File: config.mk
export PLATFORM = sky130hd
export DESIGN_NAME = lic_top
export DESIGN_NICKNAME = d
export VERILOG_FILES = /design/src/rtl/lic_pkg.sv /design/src/rtl/lic_blink.sv /design/src/rtl/lic_top.sv
export SDC_FILE = /design/constraint.sdc
export NUM_CORES = 1
export LEC_CHECK = 0
export BUFFER_PORTS_ARGS = -buffer_cell sky130_fd_sc_hd__buf_2
export CAP_MARGIN = 20
export CORE_AREA = 3 3 232 177
export CTS_CLUSTER_SIZE = 10
export DETAILED_ROUTE_END_ITERATION = 8
export DIE_AREA = 0 0 235 180
export GPL_ROUTABILITY_DRIVEN = 0
export PLACE_DENSITY = 0.73
export SLEW_MARGIN = 20
export SYNTH_ARGS = -nofsm -noshare
export SYNTH_HDL_FRONTEND = slang
export SYNTH_HIERARCHICAL = 1
export SYNTH_SLANG_ARGS = --single-unit
File: constraint.sdc
create_clock -name clk -period 11.4 [get_ports clk]
set_input_delay 2.28 -clock clk [delete_from_list [all_inputs] [get_ports clk]]
set_output_delay 2.28 -clock clk [all_outputs]
set_load 0.05 [all_outputs]
File: src/rtl/lic_pkg.sv
// Constants shared by the indicator-lamp controller and its blink engine.
package lic_pkg;

  // ****************************************
  // Register map and field layout
  // ****************************************
  localparam int         NUM_LAMPS      = 2;
  localparam logic [29:0] IDX_CTRL0     = 30'h0000_8c80;
  localparam logic [29:0] IDX_CTRL1     = 30'h0000_8c81;
  localparam logic [29:0] IDX_POLARITY  = 30'h0000_8c83;
  localparam logic [29:0] IDX_PERIOD    = 30'h0000_8c84;
  localparam logic [29:0] IDX_STATUS    = 30'h0000_8c85;
  localparam int         CTRL_SRC_LSB   = 0;
  localparam int         CTRL_STYLE_BIT = 5;
  localparam int         CTRL_GATE_BIT  = 6;
  localparam int         CTRL_EN_BIT    = 7;
  localparam logic [15:0] CTRL_MASK     = 16'h00ff;
  localparam logic [15:0] CTRL_RESET    = 16'h0080;
  localparam int         POL_W          = 2;
  localparam logic [15:0] POL_MASK      = 16'h000f;
  localparam logic [15:0] POL_RESET     = 16'h0000;
  localparam logic [15:0] PERIOD_RESET  = 16'h0032;
  localparam int         STAT_GRADE_LSB = 4;

  // ****************************************
  // Polarity codes
  // ****************************************
  localparam logic [1:0] POL_AUTO = 2'h0;
  localparam logic [1:0] POL_HIGH = 2'h1;
  localparam logic [1:0] POL_LOW  = 2'h2;

  // ****************************************
  // Source codes
  // ****************************************
  localparam logic [4:0] SRC_LINK_BOTH   = 5'h00;
  localparam logic [4:0] SRC_LINK_TX     = 5'h01;
  localparam logic [4:0] SRC_LINK_RX     = 5'h02;
  localparam logic [4:0] SRC_LINK_ONLY   = 5'h03;
  localparam logic [4:0] SRC_BOTH        = 5'h04;
  localparam logic [4:0] SRC_TX          = 5'h05;
  localparam logic [4:0] SRC_RX          = 5'h06;
  localparam logic [4:0] SRC_LINK_ERR    = 5'h08;
  localparam logic [4:0] SRC_RX_ERR      = 5'h09;
  localparam logic [4:0] SRC_ANY_ERR     = 5'h0a;
  localparam logic [4:0] SRC_TRANSMIT_PACKET_START      = 5'h0b;
  localparam logic [4:0] SRC_RECEIVE_PACKET_START      = 5'h0c;
  localparam logic [4:0] SRC_ON          = 5'h0d;
  localparam logic [4:0] SRC_OFF         = 5'h0e;
  localparam logic [4:0] SRC_BLINK       = 5'h0f;
  localparam logic [4:0] SRC_HIGH_SWING  = 5'h10;
  localparam logic [4:0] SRC_LOW_SWING   = 5'h11;
  localparam logic [4:0] SRC_LEADER      = 5'h12;
  localparam logic [4:0] SRC_FOLLOWER    = 5'h13;
  localparam logic [4:0] SRC_MISMATCH    = 5'h14;
  localparam logic [4:0] SRC_NEG_GOOD    = 5'h15;
  localparam logic [4:0] SRC_NEG_DONE    = 5'h16;
  localparam logic [4:0] SRC_TIMESTAMP   = 5'h17;
  localparam logic [4:0] SRC_LOCAL_RX_OK = 5'h18;
  localparam logic [4:0] SRC_REMOTE_OK   = 5'h19;
  localparam logic [4:0] SRC_REF_CLK     = 5'h1a;
  localparam logic [4:0] SRC_TX_CLK      = 5'h1b;
  localparam logic [4:0] SRC_FAST_CLK    = 5'h1c;

  // ****************************************
  // Timing
  // ****************************************
  localparam int CLK_PERIOD_NS = 25;
  localparam int TICK_NS       = 1000000;
  localparam int TICK_CYCLES   = TICK_NS / CLK_PERIOD_NS;
  localparam int WINDOW_MS     = 1000;
  localparam int GRADE_STEPS   = 10;
  localparam int STEP_MS       = WINDOW_MS / GRADE_STEPS;
  localparam logic [3:0] GRADE_MAX = 4'ha;

endpackage

File: src/rtl/lic_blink.sv
// Blink engine for one lamp: fixed-rate or activity-graded on/off timing.
`timescale 1ns/1ps
module lic_blink (
  // Clock and reset
  input  wire logic        clk,
  input  wire logic        srst,
  // Millisecond enable
  input  wire logic        tick,
  // Configuration
  input  wire logic        style,
  input  wire logic [15:0] period,
  // Activity and result
  input  wire logic        act,
  output logic             lamp_on,
  output logic [3:0]       grade
);

  typedef enum logic [1:0] {
    LIC_IDLE = 2'b00,
    LIC_ON   = 2'b01,
    LIC_OFF  = 2'b10
  } lic_phase_t;

  typedef struct packed {
    lic_phase_t  phase;
    logic [19:0] cnt;
    logic        seen;
    logic        tick_act;
    logic [10:0] win;
    logic [6:0]  step;
    logic [3:0]  meas;
    logic [3:0]  grade;
  } lic_blink_t;

  lic_blink_t  r;
  lic_blink_t  n;
  logic [19:0] unit;
  logic [19:0] on_len;
  logic [19:0] off_len;

  always_comb begin
    unit = (period == 16'h0000) ? 20'h00001 : {4'h0, period};
    if (style) begin
      // Busier port: shorter on, longer off.
      on_len  = 20'(unit * {16'h0000, lic_pkg::GRADE_MAX + 4'h1 - r.grade});
      off_len = 20'(unit * {16'h0000, r.grade + 4'h1});
    end else begin
      on_len  = unit;
      off_len = unit;
    end
  end

  always_comb begin
    n = r;
    n.seen     = act | r.seen;
    n.tick_act = act | (r.tick_act & ~tick);
    if (tick) begin
      if (r.tick_act) begin
        if (r.step == 7'(lic_pkg::STEP_MS - 1)) begin
          n.step = 7'h00;
          if (r.meas != lic_pkg::GRADE_MAX) begin
            n.meas = r.meas + 4'h1;
          end
        end else begin
          n.step = r.step + 7'h01;
        end
      end
      if (r.win == 11'(lic_pkg::WINDOW_MS - 1)) begin
        n.grade = n.meas;
        n.meas  = 4'h0;
        n.step  = 7'h00;
        n.win   = 11'h000;
      end else begin
        n.win = r.win + 11'h001;
      end
    end
    unique case (r.phase)
      LIC_IDLE: begin
        if (act) begin
          n.phase = LIC_ON;
          n.cnt   = 20'h00000;
          n.seen  = 1'b0;
        end
      end
      LIC_ON: begin
        if (tick) begin
          if (r.cnt + 20'h00001 >= on_len) begin
            n.phase = LIC_OFF;
            n.cnt   = 20'h00000;
          end else begin
            n.cnt = r.cnt + 20'h00001;
          end
        end
      end
      LIC_OFF: begin
        if (tick) begin
          if (r.cnt + 20'h00001 >= off_len) begin
            n.phase = (r.seen | act) ? LIC_ON : LIC_IDLE;
            n.cnt   = 20'h00000;
            n.seen  = 1'b0;
          end else begin
            n.cnt = r.cnt + 20'h00001;
          end
        end
      end
      default: begin
        n.phase = LIC_IDLE;
      end
    endcase
  end

  always_ff @(posedge clk) begin
    if (srst) begin
      r <= '0;
    end else begin
      r <= n;
    end
  end

  assign lamp_on = (r.phase == LIC_ON);
  assign grade   = r.grade;

endmodule

File: src/rtl/lic_top.sv
// Indicator-lamp controller for one PHY port with a classic Wishbone register slave.
//
// Design decision made here: register access over Wishbone.
`timescale 1ns/1ps
module lic_top #(
  parameter int unsigned TICK_CYCLES = lic_pkg::TICK_CYCLES
) (
  // Clock and reset
  input  wire logic        clk,
  input  wire logic        srst,
  // Wishbone slave
  input  wire logic        wb_cyc_i,
  input  wire logic        wb_stb_i,
  input  wire logic        wb_we_i,
  input  wire logic [31:0] wb_adr_i,
  input  wire logic [3:0]  wb_sel_i,
  input  wire logic [31:0] wb_dat_i,
  output logic [31:0]      wb_dat_o,
  output logic             wb_ack_o,
  // Link and traffic indications
  input  wire logic        link_up,
  input  wire logic        tx_activity,
  input  wire logic        rx_activity,
  input  wire logic        tx_error,
  input  wire logic        rx_error,
  input  wire logic        transmit_packet_start,
  input  wire logic        receive_packet_start,
  // Status indications
  input  wire logic        high_swing_level,
  input  wire logic        low_swing_level,
  input  wire logic        leader_role,
  input  wire logic        follower_role,
  input  wire logic        link_config_mismatch,
  input  wire logic        negotiation_link_good,
  input  wire logic        negotiation_done,
  input  wire logic        timestamp_timer_out,
  input  wire logic        local_receiver_ok,
  input  wire logic        remote_receiver_ok,
  // Clock sources for the clock-out codes
  input  wire logic        ref_clock_out,
  input  wire logic        transmit_clock_out,
  input  wire logic        fast_clock_out,
  // Sensed lamp wiring, one bit per lamp
  input  wire logic [1:0]  autosense_active_low,
  // Lamp pins
  output logic [1:0]       lamp_out
);

  localparam int NL = lic_pkg::NUM_LAMPS;

  typedef struct packed {
    logic [NL-1:0][15:0] ctrl;
    logic [15:0]         pol;
    logic [15:0]         period;
    logic [NL-1:0]       lamp;
    logic                ack;
    logic [31:0]         rdata;
    logic [15:0]         div;
    logic                tick;
  } lic_top_state_t;

  lic_top_state_t r;
  lic_top_state_t n;

  logic [NL-1:0]      blink_act;
  logic [NL-1:0]      blink_on;
  logic [NL-1:0][3:0] grade;
  logic [NL-1:0]      lamp_pin;
  logic [NL-1:0]      lamp_logic;
  logic [29:0]        word_idx;
  logic               access;

  assign word_idx = wb_adr_i[31:2];
  // A request is taken only while ack is low, so a master that keeps stb up through the
  // answer cycle is not answered twice.
  assign access   = wb_cyc_i & wb_stb_i & ~r.ack;

  // ****************************************
  // Blink engines
  // ****************************************
  genvar g;
  generate
    for (g = 0; g < NL; g++) begin : gen_lamp
      lic_blink u_blink (
        .clk     (clk),
        .srst    (srst),
        .tick    (r.tick),
        .style   (r.ctrl[g][lic_pkg::CTRL_STYLE_BIT]),
        .period  (r.period),
        .act     (blink_act[g]),
        .lamp_on (blink_on[g]),
        .grade   (grade[g])
      );
    end
  endgenerate

  // ****************************************
  // Source selection, gating and polarity
  // ****************************************
  always_comb begin
    logic [4:0] src;
    logic       use_blink;
    logic       stat;
    logic       need_link;
    logic       bypass;
    logic       on;
    logic       low;
    logic [1:0] pol;
    src        = 5'h00;
    use_blink  = 1'b0;
    stat       = 1'b0;
    need_link  = 1'b0;
    bypass     = 1'b0;
    on         = 1'b0;
    low        = 1'b0;
    pol        = 2'h0;
    blink_act  = '0;
    lamp_pin   = '0;
    lamp_logic = '0;
    for (int i = 0; i < NL; i++) begin
      src       = r.ctrl[i][lic_pkg::CTRL_SRC_LSB +: 5];
      use_blink = 1'b0;
      stat      = 1'b0;
      need_link = 1'b0;
      bypass    = 1'b0;
      unique case (src)
        lic_pkg::SRC_LINK_BOTH: begin
          use_blink    = 1'b1;
          blink_act[i] = tx_activity | rx_activity;
          need_link    = 1'b1;
        end
        lic_pkg::SRC_LINK_TX: begin
          use_blink    = 1'b1;
          blink_act[i] = tx_activity;
          need_link    = 1'b1;
        end
        lic_pkg::SRC_LINK_RX: begin
          use_blink    = 1'b1;
          blink_act[i] = rx_activity;
          need_link    = 1'b1;
        end
        lic_pkg::SRC_LINK_ONLY: begin
          stat      = 1'b1;
          need_link = 1'b1;
        end
        lic_pkg::SRC_BOTH: begin
          use_blink    = 1'b1;
          blink_act[i] = tx_activity | rx_activity;
        end
        lic_pkg::SRC_TX: begin
          use_blink    = 1'b1;
          blink_act[i] = tx_activity;
        end
        lic_pkg::SRC_RX: begin
          use_blink    = 1'b1;
          blink_act[i] = rx_activity;
        end
        lic_pkg::SRC_LINK_ERR: begin
          use_blink    = 1'b1;
          blink_act[i] = tx_error | rx_error;
          need_link    = 1'b1;
        end
        lic_pkg::SRC_RX_ERR: begin
          use_blink    = 1'b1;
          blink_act[i] = rx_error;
        end
        lic_pkg::SRC_ANY_ERR: begin
          use_blink    = 1'b1;
          blink_act[i] = tx_error | rx_error;
        end
        lic_pkg::SRC_TRANSMIT_PACKET_START: begin
          use_blink    = 1'b1;
          blink_act[i] = transmit_packet_start;
        end
        lic_pkg::SRC_RECEIVE_PACKET_START: begin
          use_blink    = 1'b1;
          blink_act[i] = receive_packet_start;
        end
        lic_pkg::SRC_ON: begin
          stat = 1'b1;
        end
        lic_pkg::SRC_OFF: begin
          stat = 1'b0;
        end
        lic_pkg::SRC_BLINK: begin
          use_blink    = 1'b1;
          blink_act[i] = 1'b1;
        end
        lic_pkg::SRC_HIGH_SWING: begin
          stat      = high_swing_level;
          need_link = r.ctrl[i][lic_pkg::CTRL_GATE_BIT];
        end
        lic_pkg::SRC_LOW_SWING: begin
          stat      = low_swing_level;
          need_link = r.ctrl[i][lic_pkg::CTRL_GATE_BIT];
        end
        lic_pkg::SRC_LEADER: begin
          stat      = leader_role;
          need_link = r.ctrl[i][lic_pkg::CTRL_GATE_BIT];
        end
        lic_pkg::SRC_FOLLOWER: begin
          stat      = follower_role;
          need_link = r.ctrl[i][lic_pkg::CTRL_GATE_BIT];
        end
        lic_pkg::SRC_MISMATCH: begin
          stat = link_config_mismatch;
        end
        lic_pkg::SRC_NEG_GOOD: begin
          stat = negotiation_link_good;
        end
        lic_pkg::SRC_NEG_DONE: begin
          stat = negotiation_done;
        end
        lic_pkg::SRC_TIMESTAMP: begin
          stat = timestamp_timer_out;
        end
        lic_pkg::SRC_LOCAL_RX_OK: begin
          stat = local_receiver_ok;
        end
        lic_pkg::SRC_REMOTE_OK: begin
          stat = remote_receiver_ok;
        end
        lic_pkg::SRC_REF_CLK: begin
          stat   = ref_clock_out;
          bypass = 1'b1;
        end
        lic_pkg::SRC_TX_CLK: begin
          stat   = transmit_clock_out;
          bypass = 1'b1;
        end
        lic_pkg::SRC_FAST_CLK: begin
          stat   = fast_clock_out;
          bypass = 1'b1;
        end
        default: begin
          stat = 1'b0;
        end
      endcase
      on = use_blink ? blink_on[i] : stat;
      if (need_link && !link_up) begin
        on = 1'b0;
      end
      if (!r.ctrl[i][lic_pkg::CTRL_EN_BIT]) begin
        on = 1'b0;
      end
      pol = r.pol[i*lic_pkg::POL_W +: lic_pkg::POL_W];
      unique case (pol)
        lic_pkg::POL_AUTO: low = autosense_active_low[i];
        lic_pkg::POL_HIGH: low = 1'b0;
        lic_pkg::POL_LOW:  low = 1'b1;
        default:           low = 1'b0;
      endcase
      lamp_logic[i] = on;
      // Clock-out waveforms leave without inversion so the pin shows the source as is.
      lamp_pin[i] = bypass ? on : (on ^ low);
    end
  end

  // ****************************************
  // Registers, bus slave and tick divider
  // ****************************************
  always_comb begin
    n        = r;
    n.ack    = access;
    n.lamp   = lamp_pin;
    n.tick   = 1'b0;
    // The divider free-runs from reset, so the first tick after a new setup may come early.
    // The blink engines count whole ticks only, so this costs at most one tick of lamp time.
    n.div    = r.div + 16'h0001;
    if (r.div == 16'(TICK_CYCLES - 1)) begin
      n.div  = 16'h0000;
      n.tick = 1'b1;
    end
    n.rdata = 32'h0000_0000;
    if (access && !wb_we_i) begin
      unique case (word_idx)
        lic_pkg::IDX_CTRL0:    n.rdata = {16'h0000, r.ctrl[0]};
        lic_pkg::IDX_CTRL1:    n.rdata = {16'h0000, r.ctrl[1]};
        lic_pkg::IDX_POLARITY: n.rdata = {16'h0000, r.pol};
        lic_pkg::IDX_PERIOD:   n.rdata = {16'h0000, r.period};
        lic_pkg::IDX_STATUS: begin
          n.rdata[NL-1:0] = lamp_logic;
          n.rdata[lic_pkg::STAT_GRADE_LSB +: 8] = {grade[1], grade[0]};
        end
        default:               n.rdata = 32'h0000_0000;
      endcase
    end
    // Writes land on the taking edge, the same edge that raises ack, so a read that follows a write
    // always returns the new value.
    if (access && wb_we_i) begin
      for (int b = 0; b < 2; b++) begin
        if (wb_sel_i[b]) begin
          unique case (word_idx)
            lic_pkg::IDX_CTRL0: begin
              n.ctrl[0][b*8 +: 8] = wb_dat_i[b*8 +: 8] & lic_pkg::CTRL_MASK[b*8 +: 8];
            end
            lic_pkg::IDX_CTRL1: begin
              n.ctrl[1][b*8 +: 8] = wb_dat_i[b*8 +: 8] & lic_pkg::CTRL_MASK[b*8 +: 8];
            end
            lic_pkg::IDX_POLARITY: begin
              n.pol[b*8 +: 8] = wb_dat_i[b*8 +: 8] & lic_pkg::POL_MASK[b*8 +: 8];
            end
            lic_pkg::IDX_PERIOD: begin
              n.period[b*8 +: 8] = wb_dat_i[b*8 +: 8];
            end
            default: begin
              n.period = r.period;
            end
          endcase
        end
      end
    end
  end

  always_ff @(posedge clk) begin
    if (srst) begin
      r        <= '0;
      r.ctrl   <= {NL{lic_pkg::CTRL_RESET}};
      r.pol    <= lic_pkg::POL_RESET;
      r.period <= lic_pkg::PERIOD_RESET;
    end else begin
      r <= n;
    end
  end

  assign wb_ack_o = r.ack;
  assign wb_dat_o = r.rdata;
  assign lamp_out = r.lamp;

endmodule

### Word level (Yosys, flattened, before mapping)

Cells that the tools add are included.

| word-level totals | value |
|---|---|
| memories kept | 0 |
| output and inout port bits | 35 |
| flip-flop bits (word level) | 188 |
| memory bits (read-only) | 0 |
| input port bits | 95 |
| word-level logic and storage cells | 269 |
| bits in writable memories | 0 |
| bits in latches | 0 |

| cells by class | value |
|---|---|
| eq/ne operators | 82 |
| muxes and demuxes | 70 |
| bitwise logic cells | 16 |
| $lt $le $gt $ge | 4 |
| reduce and logical (&&, ||, !) cells | 53 |
| div/mod/pow operators | 0 |
| shift-type cells | 0 |
| $mul | 4 |
| $add $sub $neg | 13 |

Operator list:

| kind | count |
|---|---|
| $mux 20 | 8 |
| $eq 30x16->1 const B | 5 |
| $eq 5x5->1 const B | 26 |
| $pmux 20 s3 | 2 |
| $mux 23 | 4 |
| $ge 20x20->1 | 4 |
| $eq 5x4->1 const B | 14 |
| $mux 11 | 4 |
| $mux 22 | 2 |
| $add 20x1->20 const B | 2 |
| $mul 16x4->20 | 2 |
| $mul 20x4->20 | 2 |
| $mux 16 | 2 |
| $pmux 8 s4 | 1 |
| $eq 5x3->1 const B | 6 |
| $mux 15 | 2 |
| $pmux 1 s14 | 2 |
| $mux 8 | 3 |
| $reduce_or 12->1 | 2 |
| $reduce_or 2->1 | 12 |
| $add 11x1->11 const B | 2 |
| $eq 11x10->1 const B | 2 |
| $eq 5x2->1 const B | 4 |
| $mux 1 | 17 |
| other kinds (40) | 112 |

### Longest topological paths before layout

| depth | value |
|---|---|
| depth in word-level cells | 8 |
| depth in mapped cells | 28 |
| mapped depth without buffers | 26 |

### Hierarchy

Netlist, hierarchy kept.

By module, submodules not included:

| module | area each (sq um) | times used | sequential area each (sq um) | cells each |
|---|---|---|---|---|
| lic_blink at gen_lamp[0].u_blink | 7,742.4 | 1 | 1,001.0 | 976 |
| lic_blink at gen_lamp[1].u_blink | 7,737.4 | 1 | 1,001.0 | 978 |
| lic_top | 3,926.3 | 1 | 1,441.4 | 454 |

### Worst setup path before layout

No wires, ideal clock.

| timing | value |
|---|---|
| path type | reg2reg |
| start point | register gen_lamp[0].u_blink.r, in the netlist gen_lamp[0].u_blink/grade[1] |
| end point | register gen_lamp[0].u_blink/r[40] in the netlist's numbering |
| path buffers | 1 |
| required time | 11,333 ps |
| cell stages (with the launch flop) | 26 |
| arrival time | 6,019 ps |
| clock period less this slack | 6,086 ps |
| setup slack | 5,314 ps |
| setup time | 67 ps |
| cells stage by stage | dfxtp_1 nand3_1 xor2_1 clkbuf_1 or2_2 fa_1 fa_1 inv_1 fa_1 a211oi_1 o21ai_0 a211oi_1 o41ai_1 a21o_1 a21oi_1 xnor2_1 nand2_1 ha_1 nand4_1 nor3_1 a22oi_1 o311a_2 nand3_4 a2111o_1 or3_1 o21ai_2 |

| on the way | value |
|---|---|
| cells in the longest elaborated chain, start to end | 7 |
| elaborated cells on any way between the ends | 13 |
| those cells by class | add/sub (2); mul (2); order compare (2); mux (7) |

Ends and longest elaborated chain:

| what | RTL line | RTL |
|---|---|---|
| from (decl) | lic_blink.sv:35 | `lic_blink_t r;` |
| from (signal assigned) | lic_blink.sv:116 | `r <= n;` |
| $add 4x1->4 / $sub 4x4->4 (equally long branches) | lic_blink.sv:46, lic_blink.sv:45 |  |
| $mul 20x4->20, on equally long branches | lic_blink.sv:46, lic_blink.sv:45 |  |
| $mux 20 | lic_blink.sv:43 | `if (style) begin` |
| $ge 20x20->1, on equally long branches | lic_blink.sv:97, lic_blink.sv:87 |  |
| $mux 20, on equally long branches | lic_blink.sv:97, lic_blink.sv:87 |  |
| $mux 23 / $mux 22 (equally long branches) | lic_blink.sv:96, lic_blink.sv:86 |  |
| $pmux 20 s3 * | lic_blink.sv:77 | `unique case (r.phase)` |

Every way passes the cells marked *; elsewhere a longest branch is shown, timed or not. The select of a mux whose other input is x is not followed.
A chain may end at the register's enable or synchronous reset.

==> reports/metrics.cfg <==
[setup_path]
crit_path_cell_trace=nor4_1, a41oi_1, or2_2, fa_1, fa_1, inv_1, fa_1, a21oi_1, o211ai_1, o2111ai_1, a21oi_1, o21ai_0, a21o_1, nand3_1, ha_1, nand4_1, nor2_1, nand3_1, o211ai_1, o32ai_4, nand2_1, o31ai_1
timing.critical_path.buf_inv=1
worst_reg2reg_path_startpoint=r[58]
worst_ep_arrival_time_ns=8.16
crit_fanout=20
slowest_delay_ns=0.84
critical-path-top-cell-by-count=sky130_fd_sc_hd__fa_1
crit_start=r[58]
setup.worst_path.class=reg2reg
category_of_the_worst_setup_path_capture_point=register
critical-path-top-delay-family=compound AO/OA/AOI/OAI gates
timing.critical_path.slowest_stage_cell=sky130_fd_sc_hd__dfxtp_1
worstSetupStartpointType=register
critPathRequiredTime_ns=11.76

[synthesis]
avgSynthCellArea_um2=8.06
synth-adder-area-share_pct=24.1
ys.warnings.count=6
netlist.area_leader.share_pct=17.7
synth_xor_xnor_area_share_pct=5.81
synth.top_cells.by_area=sky130_fd_sc_hd__dfxtp_1, sky130_fd_sc_hd__ha_1, sky130_fd_sc_hd__fa_1
yosys_register_bits=172
simple_gate_share_of_the_synthesized_area_pct=25.0
main_combinational_cell_family_by_area_after_synthesis=simple AND/OR/NAND/NOR gates
syn_inst=2408
synth_enable_flop_cells=0
synth_flop_cell=sky130_fd_sc_hd__dfxtp_1
synth_compound_area_share_pct=15.7
synth.area.mux_share_pct=3.25
share_of_the_yosys_chip_area_belonging_to_registers_pct=17.7
synthArstFlopShare_pct=0
mappedNetlistArea_um2=19400
synthDominantAreaCellType=sky130_fd_sc_hd__dfxtp_1
synth.distinct_cells=103

[global_routing]
number_of_global_route_vias_before_repair=16800
grt_overflow=0
grt_util_all_layers_pct=23.4
antenna_found_initial=0
largest_net_degree_at_the_start_of_global_routing=72
grt_first_pass_wirelength_um=83700

[layout]
nFillCells=3621
layout.nets=2843
postLayoutCellArea_um2=20700
final_common_cell=sky130_fd_sc_hd__inv_1
antenna_cells_inserted=0
area_occupied_by_multi_input_gates_um2=14400
syn_to_final_growth_pct=6.91
mostFrequentLayoutCells=sky130_fd_sc_hd__inv_1, sky130_fd_sc_hd__nor2_1, sky130_fd_sc_hd__ha_1, sky130_fd_sc_hd__dfxtp_1, sky130_fd_sc_hd__a21oi_1
layout.core_utilization_pct=53.0
fraction_of_layout_instances_using_a_drive_strength_above_1_pct=8.84
layout.area.seq_um2=3450

[timing]
slew_viol_final=0
fmaxAchievable_mhz=128
grt_setup_unrepaired=no
finalHoldViolCount=0
final_cycle_share_pct=68.4
period_needed_ns=7.80
worst_slew_margin_rel_pct=29.3
setup_ws_ns=3.60
finClkSkew_ns=0.0173
max_slew.worst_pin.slew_ns=1.05
number_of_setup_violations_in_the_final_report=0
fin_tns_setup_ns=0

[detailed_routing]
drt-wirelength-per-cell_um=17.0
finalWirelength_um=50500
detail_route.first_pass.iterations=7
drt-initial-drc-count=1274
route.detailed.drc=0
final_antenna_net_count=0
routed_via_density=5.80
detailroute.via_count=17200

[clocking]
cts_max_level=4
count_of_clock_tree_sinks=172
cts-resized-gates=0
cts_buffers=17
clock_root_cell=sky130_fd_sc_hd__clkbuf_16
holdBufCountCts=0
clk_pin_slew_ns=0.08
post_cts_setup_inserts=0
tritoncts_clock_tree=done
clock_path_buffers=2
worstSkewPairLatency_ns=0.45

[worst_hold_path]
hold_path_class=reg2reg
worst_hold_startpoint=r[1]

[power]
max-vdd-ir-drop_v=0.000108
power.leakage_nw=9.54
power-per-cell-area_nw_per_um2=71.0

[status]
outcome=completed

[placed_design]
post_dp_cell_area_um2=20200
detailedPlace.worstSlack_ns=3.69
hpwlAfterDp_um=38900
numPortBuffers=93

[floorplan]
dieHeight_um=180
floorplan.rows=63
num_io_pins=130
die_width_um=235
fp.dieArea_um2=42300
initial_core_util_pct=49.5
fp.coreArea_um2=39200

[job]
max_cap_violations=0

cells in the mapped netlist (7+ instances only):
cell type,count
sky130_fd_sc_hd__nor4_1,13
sky130_fd_sc_hd__nor3_1,34
sky130_fd_sc_hd__ha_1,195
sky130_fd_sc_hd__buf_4,44
sky130_fd_sc_hd__a31oi_1,16
sky130_fd_sc_hd__a41oi_1,8
sky130_fd_sc_hd__nor3b_1,8
sky130_fd_sc_hd__or3_1,8
sky130_fd_sc_hd__and2_1,111
sky130_fd_sc_hd__nand3_1,83
sky130_fd_sc_hd__nand2b_1,55
sky130_fd_sc_hd__nand4_1,30
sky130_fd_sc_hd__mux2i_1,54
sky130_fd_sc_hd__o21a_1,10
sky130_fd_sc_hd__dfxtp_1,172
sky130_fd_sc_hd__a21oi_1,166
sky130_fd_sc_hd__xnor2_1,73
sky130_fd_sc_hd__a311oi_1,7
sky130_fd_sc_hd__nor2_1,206
sky130_fd_sc_hd__o21ai_0,77
sky130_fd_sc_hd__a22oi_1,10
sky130_fd_sc_hd__nor4b_1,9
sky130_fd_sc_hd__clkbuf_1,68
sky130_fd_sc_hd__o211ai_1,11
sky130_fd_sc_hd__xor2_1,52
sky130_fd_sc_hd__nand2_1,145
sky130_fd_sc_hd__fa_1,112
sky130_fd_sc_hd__inv_1,253
sky130_fd_sc_hd__a32o_1,8
sky130_fd_sc_hd__o21bai_1,8
sky130_fd_sc_hd__a211o_1,11
sky130_fd_sc_hd__and3_1,30
sky130_fd_sc_hd__a21o_1,27
sky130_fd_sc_hd__nor2b_1,107
sky130_fd_sc_hd__a211oi_1,16
sky130_fd_sc_hd__or2_2,9
layout make-up:
class,count,share of cell area (%)
Timing Repair Buffer,125,3.41
Clock buffer,18,2.07
Sequential cell,172,16.6
Clock inverter,14,0.712
Multi-Input combinational cell,1871,69.5
Tap cell,520,3.14
Inverter,254,4.60
metrics by stage:
stage	std cells	power (mW)	hold slack, ns
after CTS	2974	1.48	0.455
after global routing	2974	1.53	0.475
after detailed placement	2942	0.895	0.443
after global placement	2942	0.883	0.425
final	2974	1.47	0.448
after floorplan	2423	0.823	0.413
state kept, by name, summed over array words and instances (netlist names):
name,count
wb_ack_o,1
lamp_out,2
gen_lamp.u_blink/grade,8
r,53
wb_dat_o,16
gen_lamp.u_blink/r,92
final timing paths:
| kind | end | slack [ns] | cells past startpoint |
|---|---|---|---|
| max | gen_lamp[1].u_blink/r[37] | 3.60 | 22 |
| min | r[1] | 0.45 | 1 |
| max reg2reg | gen_lamp[1].u_blink/r[37] | 3.60 | 22 |
| min reg2reg | r[1] | 0.45 | 1 |
kinds of logic after synthesis:
group,Yosys count
multiplexers,59
AO/OA/AOI/OAI,462
adder cells (fa/ha/maj),307
XOR/XNOR,127
buffers and inverters,380
other,1
AND/OR/NAND/NOR,900
flip-flops,172
report_power, final:
group	total, mW	leakage [nW]	internal [mW]	switching [mW]
sequential	0.622	1.39	0.612	0.00959
combinational	0.269	7.88	0.0830	0.186
clock	0.583	0.277	0.293	0.291
routing by layer:
metal  part of all wire, %  vias up  global-route usage, %
li1                      -     8272                      -
met1                    47     8337                   33.6
met2                    45      570                   37.3
met3                   6.0       61                   2.85
met4                   1.9        0                   6.53
met5                     0        -                      0
worst reg2reg max path: cells and delay by family, from the launching register on:
kind / cells / cell delay (ns)
compound gates: 10 / 3.55
fa+ha+maj: 4 / 1.81
buf+inv: 1 / 0.08
flops: 1 / 0.84
simple gates: 7 / 1.43
Power figures use the tool's default switching activity.
